[src/rtl/rfc_params.svh]
// constants for the residual fault classifier: register offsets, reset values, timing
// assumes a 250 MHz clock and 10-bit unsigned converter codes
`ifndef RFC_PARAMS_SVH
`define RFC_PARAMS_SVH

`define RFC_CLK_MHZ          250
`define RFC_WINDOW_MS        13
`define RFC_WINDOW_CYCLES    (`RFC_WINDOW_MS * `RFC_CLK_MHZ * 1000)
`define RFC_SAMPLE_US        100
`define RFC_SAMPLE_CYCLES    (`RFC_SAMPLE_US * `RFC_CLK_MHZ)

`define RFC_OFS_CTRL         6'h00
`define RFC_OFS_STATUS       6'h04
`define RFC_OFS_AC_THR       6'h08
`define RFC_OFS_DC_THR       6'h0c
`define RFC_OFS_ZERO_LVL     6'h10
`define RFC_OFS_HYST         6'h14
`define RFC_OFS_WINDOW       6'h18
`define RFC_OFS_EXTREMES     6'h1c
`define RFC_OFS_IRQ_STAT     6'h20
`define RFC_OFS_IRQ_MASK     6'h24

`define RFC_RST_AC_THR       10'h199
`define RFC_RST_DC_THR       10'h088
`define RFC_RST_ZERO_LVL     10'h008
`define RFC_RST_HYST         10'h010
`define RFC_RST_ENABLE       1'b1

`define RFC_IRQ_DC           0
`define RFC_IRQ_AC           1
`define RFC_IRQ_RELEASE      2
`define RFC_IRQ_BITS         3

`endif

[src/rtl/rfc_pkg.sv]
// types for the residual fault classifier
// shared by the core and by anything that wants its state encodings
package rfc_pkg;
    typedef enum logic [1:0] {
        RFC_IDLE,
        RFC_MONITOR,
        RFC_TRIPPED
    } rfc_state_t;

    typedef enum logic [1:0] {
        RFC_FAULT_NONE,
        RFC_FAULT_DC,
        RFC_FAULT_AC
    } rfc_fault_t;

    typedef struct packed {
        logic [9:0] ac_thr;
        logic [9:0] dc_thr;
        logic [9:0] zero_lvl;
        logic [9:0] hyst;
    } rfc_cfg_t;

    typedef struct packed {
        logic [9:0] smax;
        logic [9:0] smin;
    } rfc_ext_t;
endpackage : rfc_pkg

[src/rtl/rfc_core.sv]
// residual fault classifier: converter sample requests, window tracking,
// ac/dc classification, trip output and a classic wishbone register slave
// assumes adc_data_i comes from logic on clk_i, valid for one cycle with adc_valid_i
`include "rfc_params.svh"
`timescale 1ns/1ns
`default_nettype none

module rfc_core
    import rfc_pkg::*;
(
    input  wire logic        clk_i,
    input  wire logic        rst_i,
    input  wire logic        wb_cyc_i,
    input  wire logic        wb_stb_i,
    input  wire logic        wb_we_i,
    input  wire logic [5:0]  wb_adr_i,
    input  wire logic [3:0]  wb_sel_i,
    input  wire logic [31:0] wb_dat_i,
    output logic      [31:0] wb_dat_o,
    output logic             wb_ack_o,
    output logic             adc_req_o,
    input  wire logic        adc_valid_i,
    input  wire logic [9:0]  adc_data_i,
    output logic             trip_o,
    output logic             irq_o
);
    localparam logic [31:0] WINDOW_RST = 32'(`RFC_WINDOW_CYCLES);
    localparam logic [31:0] SAMPLE_PER = 32'(`RFC_SAMPLE_CYCLES);

    rfc_state_t  state;
    rfc_fault_t  fault;
    rfc_cfg_t    cfg;
    rfc_ext_t    ext;
    logic [31:0] window_len;
    logic [31:0] win_cnt;
    logic [31:0] smp_cnt;
    logic        enable;
    logic [`RFC_IRQ_BITS-1:0] irq_stat;
    logic [`RFC_IRQ_BITS-1:0] irq_mask;
    logic [`RFC_IRQ_BITS-1:0] irq_evt;

    logic        wb_hit;
    logic        wb_wr;
    logic [9:0]  entry_lvl;
    logic [9:0]  release_lvl;
    logic        win_end;
    logic        is_dc;
    logic        is_ac;
    logic        released;
    logic [9:0]  next_max;
    logic [9:0]  next_min;

    assign wb_hit = wb_cyc_i && wb_stb_i && !wb_ack_o;
    assign wb_wr  = wb_hit && wb_we_i && wb_sel_i[0];

    // lower threshold starts monitoring so neither fault type slips past
    assign entry_lvl = (cfg.ac_thr < cfg.dc_thr) ? cfg.ac_thr : cfg.dc_thr;

    // guard against hysteresis larger than the level itself
    assign release_lvl = (entry_lvl > cfg.hyst) ? entry_lvl - cfg.hyst : 10'h000;

    assign win_end  = (state == RFC_MONITOR) && (win_cnt >= window_len);
    assign is_dc    = ext.smin > cfg.dc_thr;
    assign is_ac    = (ext.smin <= cfg.zero_lvl) && (ext.smax > cfg.ac_thr);
    assign released = (state == RFC_TRIPPED) && adc_valid_i && (adc_data_i < release_lvl);

    // extremes include the sample taken in the current cycle
    assign next_max = (adc_valid_i && adc_data_i > ext.smax) ? adc_data_i : ext.smax;
    assign next_min = (adc_valid_i && adc_data_i < ext.smin) ? adc_data_i : ext.smin;

    // sample request pacing, runs in every state so monitoring sees fresh data
    always_ff @(posedge clk_i) begin
        if (rst_i) begin
            smp_cnt   <= 32'h0000_0000;
            adc_req_o <= 1'b0;
        end else if (smp_cnt >= SAMPLE_PER - 32'h0000_0001) begin
            smp_cnt   <= 32'h0000_0000;
            adc_req_o <= enable;
        end else begin
            smp_cnt   <= smp_cnt + 32'h0000_0001;
            adc_req_o <= 1'b0;
        end
    end

    // classification state machine
    always_ff @(posedge clk_i) begin
        if (rst_i) begin
            state <= RFC_IDLE;
        end else begin
            case (state)
                RFC_IDLE: begin
                    if (enable && adc_valid_i && adc_data_i > entry_lvl) begin
                        state <= RFC_MONITOR;
                    end
                end
                RFC_MONITOR: begin
                    if (win_end) begin
                        if (is_dc || is_ac) begin
                            state <= RFC_TRIPPED;
                        end else begin
                            state <= RFC_IDLE;
                        end
                    end
                end
                RFC_TRIPPED: begin
                    if (released) begin
                        state <= RFC_IDLE;
                    end
                end
                default: begin
                    state <= RFC_IDLE;
                end
            endcase
        end
    end

    // window counter from monitor entry
    always_ff @(posedge clk_i) begin
        if (rst_i || state != RFC_MONITOR) begin
            win_cnt <= 32'h0000_0001;
        end else begin
            win_cnt <= win_cnt + 32'h0000_0001;
        end
    end

    // extremes: seeded from the entry sample, cleared back to idle values on other idle cycles, tracked in monitor, held once the window ends
    always_ff @(posedge clk_i) begin
        if (rst_i) begin
            ext.smax <= 10'h000;
            ext.smin <= 10'h3ff;
        end else if (state == RFC_IDLE) begin
            if (enable && adc_valid_i && adc_data_i > entry_lvl) begin
                ext.smax <= adc_data_i;
                ext.smin <= adc_data_i;
            end else begin
                ext.smax <= 10'h000;
                ext.smin <= 10'h3ff;
            end
        end else if (state == RFC_MONITOR && !win_end) begin
            ext.smax <= next_max;
            ext.smin <= next_min;
        end
    end

    // trip output and stored fault type
    always_ff @(posedge clk_i) begin
        if (rst_i) begin
            trip_o <= 1'b0;
            fault  <= RFC_FAULT_NONE;
        end else if (win_end && is_dc) begin
            trip_o <= 1'b1;
            fault  <= RFC_FAULT_DC;
        end else if (win_end && is_ac) begin
            trip_o <= 1'b1;
            fault  <= RFC_FAULT_AC;
        end else if (released) begin
            trip_o <= 1'b0;
        end
    end

    // software settings
    always_ff @(posedge clk_i) begin
        if (rst_i) begin
            cfg.ac_thr   <= `RFC_RST_AC_THR;
            cfg.dc_thr   <= `RFC_RST_DC_THR;
            cfg.zero_lvl <= `RFC_RST_ZERO_LVL;
            cfg.hyst     <= `RFC_RST_HYST;
            window_len   <= WINDOW_RST;
            enable       <= `RFC_RST_ENABLE;
            irq_mask     <= '0;
        end else if (wb_wr) begin
            case (wb_adr_i)
                `RFC_OFS_CTRL:     enable       <= wb_dat_i[0];
                `RFC_OFS_AC_THR:   cfg.ac_thr   <= wb_dat_i[9:0];
                `RFC_OFS_DC_THR:   cfg.dc_thr   <= wb_dat_i[9:0];
                `RFC_OFS_ZERO_LVL: cfg.zero_lvl <= wb_dat_i[9:0];
                `RFC_OFS_HYST:     cfg.hyst     <= wb_dat_i[9:0];
                `RFC_OFS_WINDOW:   window_len   <= wb_dat_i;
                `RFC_OFS_IRQ_MASK: irq_mask     <= wb_dat_i[`RFC_IRQ_BITS-1:0];
                default: begin
                end
            endcase
        end
    end

    // sticky events, set wins over a write-one clear
    always_comb begin
        irq_evt                   = '0;
        irq_evt[`RFC_IRQ_DC]      = win_end && is_dc;
        irq_evt[`RFC_IRQ_AC]      = win_end && !is_dc && is_ac;
        irq_evt[`RFC_IRQ_RELEASE] = released;
    end

    always_ff @(posedge clk_i) begin
        if (rst_i) begin
            irq_stat <= '0;
        end else if (wb_wr && wb_adr_i == `RFC_OFS_IRQ_STAT) begin
            irq_stat <= (irq_stat & ~wb_dat_i[`RFC_IRQ_BITS-1:0]) | irq_evt;
        end else begin
            irq_stat <= irq_stat | irq_evt;
        end
    end

    assign irq_o = |(irq_stat & irq_mask);

    // bus answer one cycle after the request, unmapped reads give zero
    always_ff @(posedge clk_i) begin
        if (rst_i) begin
            wb_ack_o <= 1'b0;
            wb_dat_o <= 32'h0000_0000;
        end else begin
            wb_ack_o <= wb_hit;
            wb_dat_o <= 32'h0000_0000;
            if (wb_hit && !wb_we_i) begin
                case (wb_adr_i)
                    `RFC_OFS_CTRL:     wb_dat_o <= {31'h0, enable};
                    `RFC_OFS_STATUS:   wb_dat_o <= {26'h0, fault, state, 1'b0, trip_o};
                    `RFC_OFS_AC_THR:   wb_dat_o <= {22'h0, cfg.ac_thr};
                    `RFC_OFS_DC_THR:   wb_dat_o <= {22'h0, cfg.dc_thr};
                    `RFC_OFS_ZERO_LVL: wb_dat_o <= {22'h0, cfg.zero_lvl};
                    `RFC_OFS_HYST:     wb_dat_o <= {22'h0, cfg.hyst};
                    `RFC_OFS_WINDOW:   wb_dat_o <= window_len;
                    `RFC_OFS_EXTREMES: wb_dat_o <= {6'h0, ext.smax, 6'h0, ext.smin};
                    `RFC_OFS_IRQ_STAT: wb_dat_o <= {29'h0, irq_stat};
                    `RFC_OFS_IRQ_MASK: wb_dat_o <= {29'h0, irq_mask};
                    default:           wb_dat_o <= 32'h0000_0000;
                endcase
            end
        end
    end

    property p_trip_on_class;
        @(posedge clk_i) disable iff (rst_i)
        (win_end && (is_dc || is_ac)) |=> trip_o && state == RFC_TRIPPED;
    endproperty
    a_trip_on_class: assert property (p_trip_on_class) else $error("trip missing");

    property p_trip_hold;
        @(posedge clk_i) disable iff (rst_i)
        (trip_o && !released) |=> trip_o;
    endproperty
    a_trip_hold: assert property (p_trip_hold) else $error("trip dropped early");

    property p_release;
        @(posedge clk_i) disable iff (rst_i)
        released |=> !trip_o && state == RFC_IDLE;
    endproperty
    a_release: assert property (p_release) else $error("trip not released");

    property p_entry;
        @(posedge clk_i) disable iff (rst_i)
        (state == RFC_IDLE && enable && adc_valid_i && adc_data_i > entry_lvl)
            |=> state == RFC_MONITOR;
    endproperty
    a_entry: assert property (p_entry) else $error("monitor not entered");

    property p_window_len;
        @(posedge clk_i) disable iff (rst_i)
        $rose(state == RFC_MONITOR) |-> win_cnt == 32'h0000_0001;
    endproperty
    a_window_len: assert property (p_window_len) else $error("window count wrong");

    property p_extremes;
        @(posedge clk_i) disable iff (rst_i)
        (state == RFC_MONITOR && !win_end) |=> ext.smin <= ext.smax;
    endproperty
    a_extremes: assert property (p_extremes) else $error("extremes crossed");

    property p_dc_type;
        @(posedge clk_i) disable iff (rst_i)
        (win_end && is_dc) |=> fault == RFC_FAULT_DC;
    endproperty
    a_dc_type: assert property (p_dc_type) else $error("dc not stored");

    property p_ac_type;
        @(posedge clk_i) disable iff (rst_i)
        (win_end && !is_dc && is_ac) |=> fault == RFC_FAULT_AC;
    endproperty
    a_ac_type: assert property (p_ac_type) else $error("ac not stored");

    property p_no_fault;
        @(posedge clk_i) disable iff (rst_i)
        (win_end && !is_dc && !is_ac)
            |=> state == RFC_IDLE && !trip_o ##1 (ext.smax == 10'h000 || state == RFC_MONITOR);
    endproperty
    a_no_fault: assert property (p_no_fault) else $error("bad idle return");

    property p_entry_low;
        @(posedge clk_i) disable iff (rst_i)
        entry_lvl <= cfg.ac_thr && entry_lvl <= cfg.dc_thr;
    endproperty
    a_entry_low: assert property (p_entry_low) else $error("entry not lowest");

    property p_req_pace;
        @(posedge clk_i) disable iff (rst_i)
        adc_req_o |=> !adc_req_o;
    endproperty
    a_req_pace: assert property (p_req_pace) else $error("request too long");

    // relay follows the tripped state exactly, never a cycle apart
    property p_trip_state;
        @(posedge clk_i) disable iff (rst_i)
        trip_o == (state == RFC_TRIPPED);
    endproperty
    a_trip_state: assert property (p_trip_state) else $error("trip and state disagree");

    property p_win_close;
        @(posedge clk_i) disable iff (rst_i)
        win_end |=> state != RFC_MONITOR;
    endproperty
    a_win_close: assert property (p_win_close) else $error("window overran");

    property p_idle_stay;
        @(posedge clk_i) disable iff (rst_i)
        (state == RFC_IDLE && !(enable && adc_valid_i && adc_data_i > entry_lvl))
            |=> state == RFC_IDLE;
    endproperty
    a_idle_stay: assert property (p_idle_stay) else $error("idle left without entry");

    property p_req_due;
        @(posedge clk_i) disable iff (rst_i)
        (smp_cnt == SAMPLE_PER - 32'h0000_0001 && enable) |=> adc_req_o;
    endproperty
    a_req_due: assert property (p_req_due) else $error("sample request missing");

    // set must win over a write-one clear in the same cycle
    property p_irq_set;
        @(posedge clk_i) disable iff (rst_i)
        (irq_evt != '0) |=> (irq_stat & $past(irq_evt)) == $past(irq_evt);
    endproperty
    a_irq_set: assert property (p_irq_set) else $error("event not recorded");

    property p_fault_hold;
        @(posedge clk_i) disable iff (rst_i)
        !(win_end && (is_dc || is_ac)) |=> $stable(fault);
    endproperty
    a_fault_hold: assert property (p_fault_hold) else $error("fault type changed");

    property p_ext_track;
        @(posedge clk_i) disable iff (rst_i)
        (state == RFC_MONITOR && !win_end && adc_valid_i)
            |=> ext.smax >= $past(adc_data_i) && ext.smin <= $past(adc_data_i);
    endproperty
    a_ext_track: assert property (p_ext_track) else $error("sample outside extremes");
endmodule : rfc_core

`default_nettype wire

[config.mk]
export PLATFORM = sky130hd
export DESIGN_NAME = rfc_core
export DESIGN_NICKNAME = d
export VERILOG_FILES = /design/src/rtl/rfc_pkg.sv /design/src/rtl/rfc_core.sv
export VERILOG_INCLUDE_DIRS = /design/src /design/src/rtl
export SDC_FILE = /design/constraint.sdc
export NUM_CORES = 1
export LEC_CHECK = 0
export BUFFER_PORTS_ARGS = -buffer_cell sky130_fd_sc_hd__buf_2
export CAP_MARGIN = 0
export CELL_PAD_IN_SITES_DETAIL_PLACEMENT = 0
export CELL_PAD_IN_SITES_GLOBAL_PLACEMENT = 1
export CORE_ASPECT_RATIO = 0.6
export CORE_MARGIN = 4
export CORE_UTILIZATION = 40
export DETAILED_ROUTE_END_ITERATION = 6
export PLACE_DENSITY = 0.72
export SLEW_MARGIN = 20
export SYNTH_ARGS = -nofsm -noshare
export SYNTH_HDL_FRONTEND = slang
export SYNTH_SLANG_ARGS = --single-unit
[constraint.sdc]
create_clock -name clk_i -period 5.13 [get_ports clk_i]
set_clock_uncertainty 0.2 [all_clocks]
set_input_delay 0 -clock clk_i [delete_from_list [all_inputs] [get_ports clk_i]]
set_output_delay 0 -clock clk_i [all_outputs]
set_load 0.005 [all_outputs]
==> impl_summary.md <==
Finish
In the final layout, flip-flops and latches occupy 4050 µm². The top cell types in the final layout, fill and taps aside, are nand2_1, dfxtp_1, ha_1, nor2_1, inv_1. The synthesis-to-layout area growth is 23.4%. The core utilization of the finished layout is 0.502. The final cell area excluding filler cells is 13300 µm². The share of post-route cells with drive strength above 1 is 0.126.

The filler cell count in the final layout is 2581. The net count of the finished layout is 1654. The library cell used most frequently in the layout, excluding fill and tap cells, is nand2_1. Summing all multi-input logic gate instances after layout gives 6330 µm². The total inserted antenna cells is 0.

Drt
The top routing layer in use is met4. Wires add up to 35500 µm. The wire length on met1 is 18400 µm.

The count of nets left with antenna violations once routing finished came out at 0. In the detailed route, the total length drawn on met2 is 13500 µm. Summed over all nets, wire length on met3 after detailed routing comes to 3190 µm.

The number of vias per cell is 5.33. In this run, the number of DRC markers left after iteration 0 of detailed routing was 977. Dividing the detail-routed wire length by the instance count gives 19.2 µm. The routed layout has 9842 vias. The number of DRC violations after detailed routing is 0. The number of detailed-route iterations in the first pass is 6.

Floorplanning
The die area is 29700 µm². The row count is 46. The die span in x is 220 µm. 94 I/O pins were placed. The floorplan die height is 135 µm.

The total area inside the core boundary comes to 26500 µm². For this configuration, the core starts out at a cell density of 0.407.

STA
At the pin with the least slew margin, the transition time is 1.11 ns. The worst hold-check slack is 0.0632 ns. The count of endpoints failing setup in the final report is 0. The final worst-path setup slack is 0.206 ns. The max-slew violation total from the final report came to 0. Subtracting the final worst setup slack from the clock period gives 4.92 ns.

The final worst-path cycle share is 0.960. The count of final hold-check violations is 0. Headroom to the max-slew limit came out at 0.249. For this run, the top clock speed supported by timing is 203 MHz.

Place
OpenSTA, run right after detailed placement, puts the worst setup slack at -0.0803 ns. At the end of routability-driven placement, the weighted congestion stood at 0.953. The total placed instance area is 11800 µm². Once detailed placement completed, the half-perimeter wirelength came to 26500 µm. Port buffering added 90 buffers.

Pwr
The worst-case IR drop observed on VDD is 177 µV. The sequential share of power is 0.455. Power comes to 3.56 mW. The power per cell area is 268 nW/µm².

The part of the power in combinational logic is 0.079. The share of total power dissipated in the clock network is 0.466. Summed over all cells, the static leakage comes to 5.42 nW. For this design the total switching power over the nets is 866 µW. The internal portion of the total power is 2.70 mW. Of the total power, the share spent switching nets is 0.243.

Worst hold path
In this run the most critical hold path is launched from wb_dat_i[10]. The worst hold path endpoint is window_len[10]. The type of the most critical hold path is primary input to register. The worst hold path passes through 4 cells.

Worst setup path
The category of the most critical setup path is register to register. The number of buffers and inverters on the critical path is 3. The data arrival time of the critical path is 5.13 ns. The type of destination of the critical path is a register. The path depth of the worst reg2reg path is 24.

The top cell family by delay on the critical path is compound AO/OA/AOI/OAI gates. The largest stage delay on the critical path is 0.37 ns. The cell with the largest stage delay on the worst path is o41ai_2. The worst reg2reg path startpoint is cfg[21]. In this run the worst path has a maximum fanout of 4.

The critical path startpoint category is a register. The internal reg-to-reg setup slack is 0.21 ns. Traced cell by cell, the critical path runs through inv_2 > ha_1 > a21o_1 > a21o_1 > a21oi_2 > o21ai_2 > a41oi_2 > buf_6 > buf_6 > mux2i_2 > ha_1 > nor2b_1 > o21ai_1 > a211oi_2 > o41ai_2 > o21ai_1 > xor2_1 > nand2_1 > ha_2 > nand4_1 > a21oi_2 > a2111o_1 > nand2_4 > o41ai_2.

In this run the critical register-to-register path is captured at state[1]. The endpoint required time on the critical path is 5.34 ns.

Synth
The portion of the post-synthesis area used by sequential elements is 0.376. The most used flip-flop cell after synthesis is dfxtp_1. In this run, distinct cell masters in the synthesized netlist total 64. The average cell area after synthesis is 8.31 µm².

The share of Yosys cell area claimed by the top area cell type is 0.376. For this run, the number of Yosys warnings is 0. The async set or reset register ratio after synthesis is 0. The count of mapped cells out of synthesis is 1296. Counting flops with a built-in enable in the synthesized netlist gives 0. The dominant cell type by area after synthesis is dfxtp_1. The synthesized design contains 202 register bits. In this run the cell area of the synthesized design comes to 10800 µm². Yosys attributes the largest share of cell area to dfxtp_1, ha_1, nand2_1.

Clock tree
Clock tree synthesis inserted a total of 21 buffers. The TritonCTS clock tree is done. The register clock-pin slew on the reported worst setup and hold paths is 0.07 ns. The largest buffer count on any clock path is 3.

The insertion delay of the later-clocked pin in the worst-skew pair is 0.51 ns. The buffer cell driving the clock tree root is clkbuf_16. The number of H-tree levels is 1. The TritonCTS sink count is 202.

Global routing
Global routing finished with a remaining overflow of 0. The first global-routing pass estimated 54800 µm of wire. The aggregate global-route resource usage is 0.236. Entering global routing, the biggest net connects 74 pins. The number of global-route vias before repair is 9268. The initial antenna violation count is 0.

Run status
The run finished with clean final reports.

Flow run
The number of max-cap violations is 0.
-- layout make-up --
type / instances / area share
repair buffers: 186 / 0.101
well taps: 360 / 0.0339
multi-input cells: 958 / 0.477
flip-flops and latches: 202 / 0.304
clock buffers: 25 / 0.0414
clock inverters: 12 / 0.0133
inverters: 105 / 0.0296
-- worst max-delay path by stage --
stage	slack (ns)	cells after the start	to	from
after global placement	0.003	22	state[1]	cfg[25]
after detailed placement	-0.08	23	state[1]	cfg[21]
after CTS	0.01	25	state[1]	cfg[21]
after global routing	-0.06	24	trip_o	cfg[21]
final	0.21	24	state[1]	cfg[21]
after floorplan	0.23	25	trip_o	cfg[21]
-- metal layers --
| layer | up-vias | track usage |
|---|---|---|
| met3 | 34 | 0.0654 |
| li1 | 4868 | - |
| met5 | - | 0 |
| met1 | 4609 | 0.377 |
| met4 | 0 | 0.0300 |
| met2 | 331 | 0.319 |
-- cells by family after synthesis --
family,after synthesis,share of synthesized area
xor gates and xnor gates,44,0.0358
other,1,0.000348
muxes,36,0.0337
DFF,202,0.376
AOI/OAI and AO/OA,278,0.170
adders and majority gates,122,0.142
and+or+nand+nor,461,0.189
buffers and inverters,152,0.0536
-- power groups by stage --
stage / combinational, mW / clock [mW] / sequential [mW]
2_1_floorplan: 0.146 / 0 / 1.64
4_1_cts: 0.276 / 1.69 / 1.62
5_1_grt: 0.317 / 1.75 / 1.62
3_3_place_gp: 0.230 / 0 / 1.65
3_5_place_dp: 0.232 / 0 / 1.65
6_report: 0.281 / 1.66 / 1.62
-- synth_stat cells (24+ instances only) --
cell      instances
nand2_1         210
dfxtp_1         202
ha_1            121
nor2_1          114
inv_1           105
a21oi_1         102
clkbuf_1         42
o21ai_0          36
mux2i_1          34
a22oi_1          33
nor3_1           30
xor2_1           25
nand4_1          24
-- per-stage QoR --
| stage | cells | setup TNS, ns |
|---|---|---|
| after floorplan | 1312 | 0 |
| after CTS | 1846 | 0 |
| after detailed placement | 1745 | -0.158 |
| after global routing | 1848 | -0.110 |
| final | 1848 | 0 |
| after global placement | 1745 | 0 |
-- worst reg2reg max path, stage by stage (launching register included) --
cell	delay, ns
dfxtp_2	0.34
inv_2	0.05
ha_1	0.28
a21o_1	0.16
a21o_1	0.20
a21oi_2	0.20
o21ai_2	0.08
a41oi_2	0.21
buf_6	0.15
buf_6	0.12
mux2i_2	0.20
ha_1	0.27
nor2b_1	0.14
o21ai_1	0.22
a211oi_2	0.12
o41ai_2	0.37
o21ai_1	0.12
xor2_1	0.22
nand2_1	0.10
ha_2	0.34
nand4_1	0.15
a21oi_2	0.16
a2111o_1	0.18
nand2_4	0.06
o41ai_2	0.20
-- state kept, by name (all words and copies together), names as in the netlist --
| register | flops |
|---|---|
| fault | 2 |
| adc_req_o | 1 |
| irq_stat | 3 |
| cfg | 40 |
| state | 2 |
| irq_mask | 3 |
| trip_o | 1 |
| win_cnt | 32 |
| smp_cnt | 32 |
| wb_ack_o | 1 |
| enable | 1 |
| ext | 20 |
| wb_dat_o | 32 |
| window_len | 32 |
-- timing repair --
action                                  CTS  global route
hold endpoints to repair                113             0
buffers inserted                          0             2
pin swaps                                 1            15
resized for setup                         2            26
hold buffers                             64             0
endpoints found under the setup margin    3             3
No activity file was read; power rests on OpenSTA's default activity.
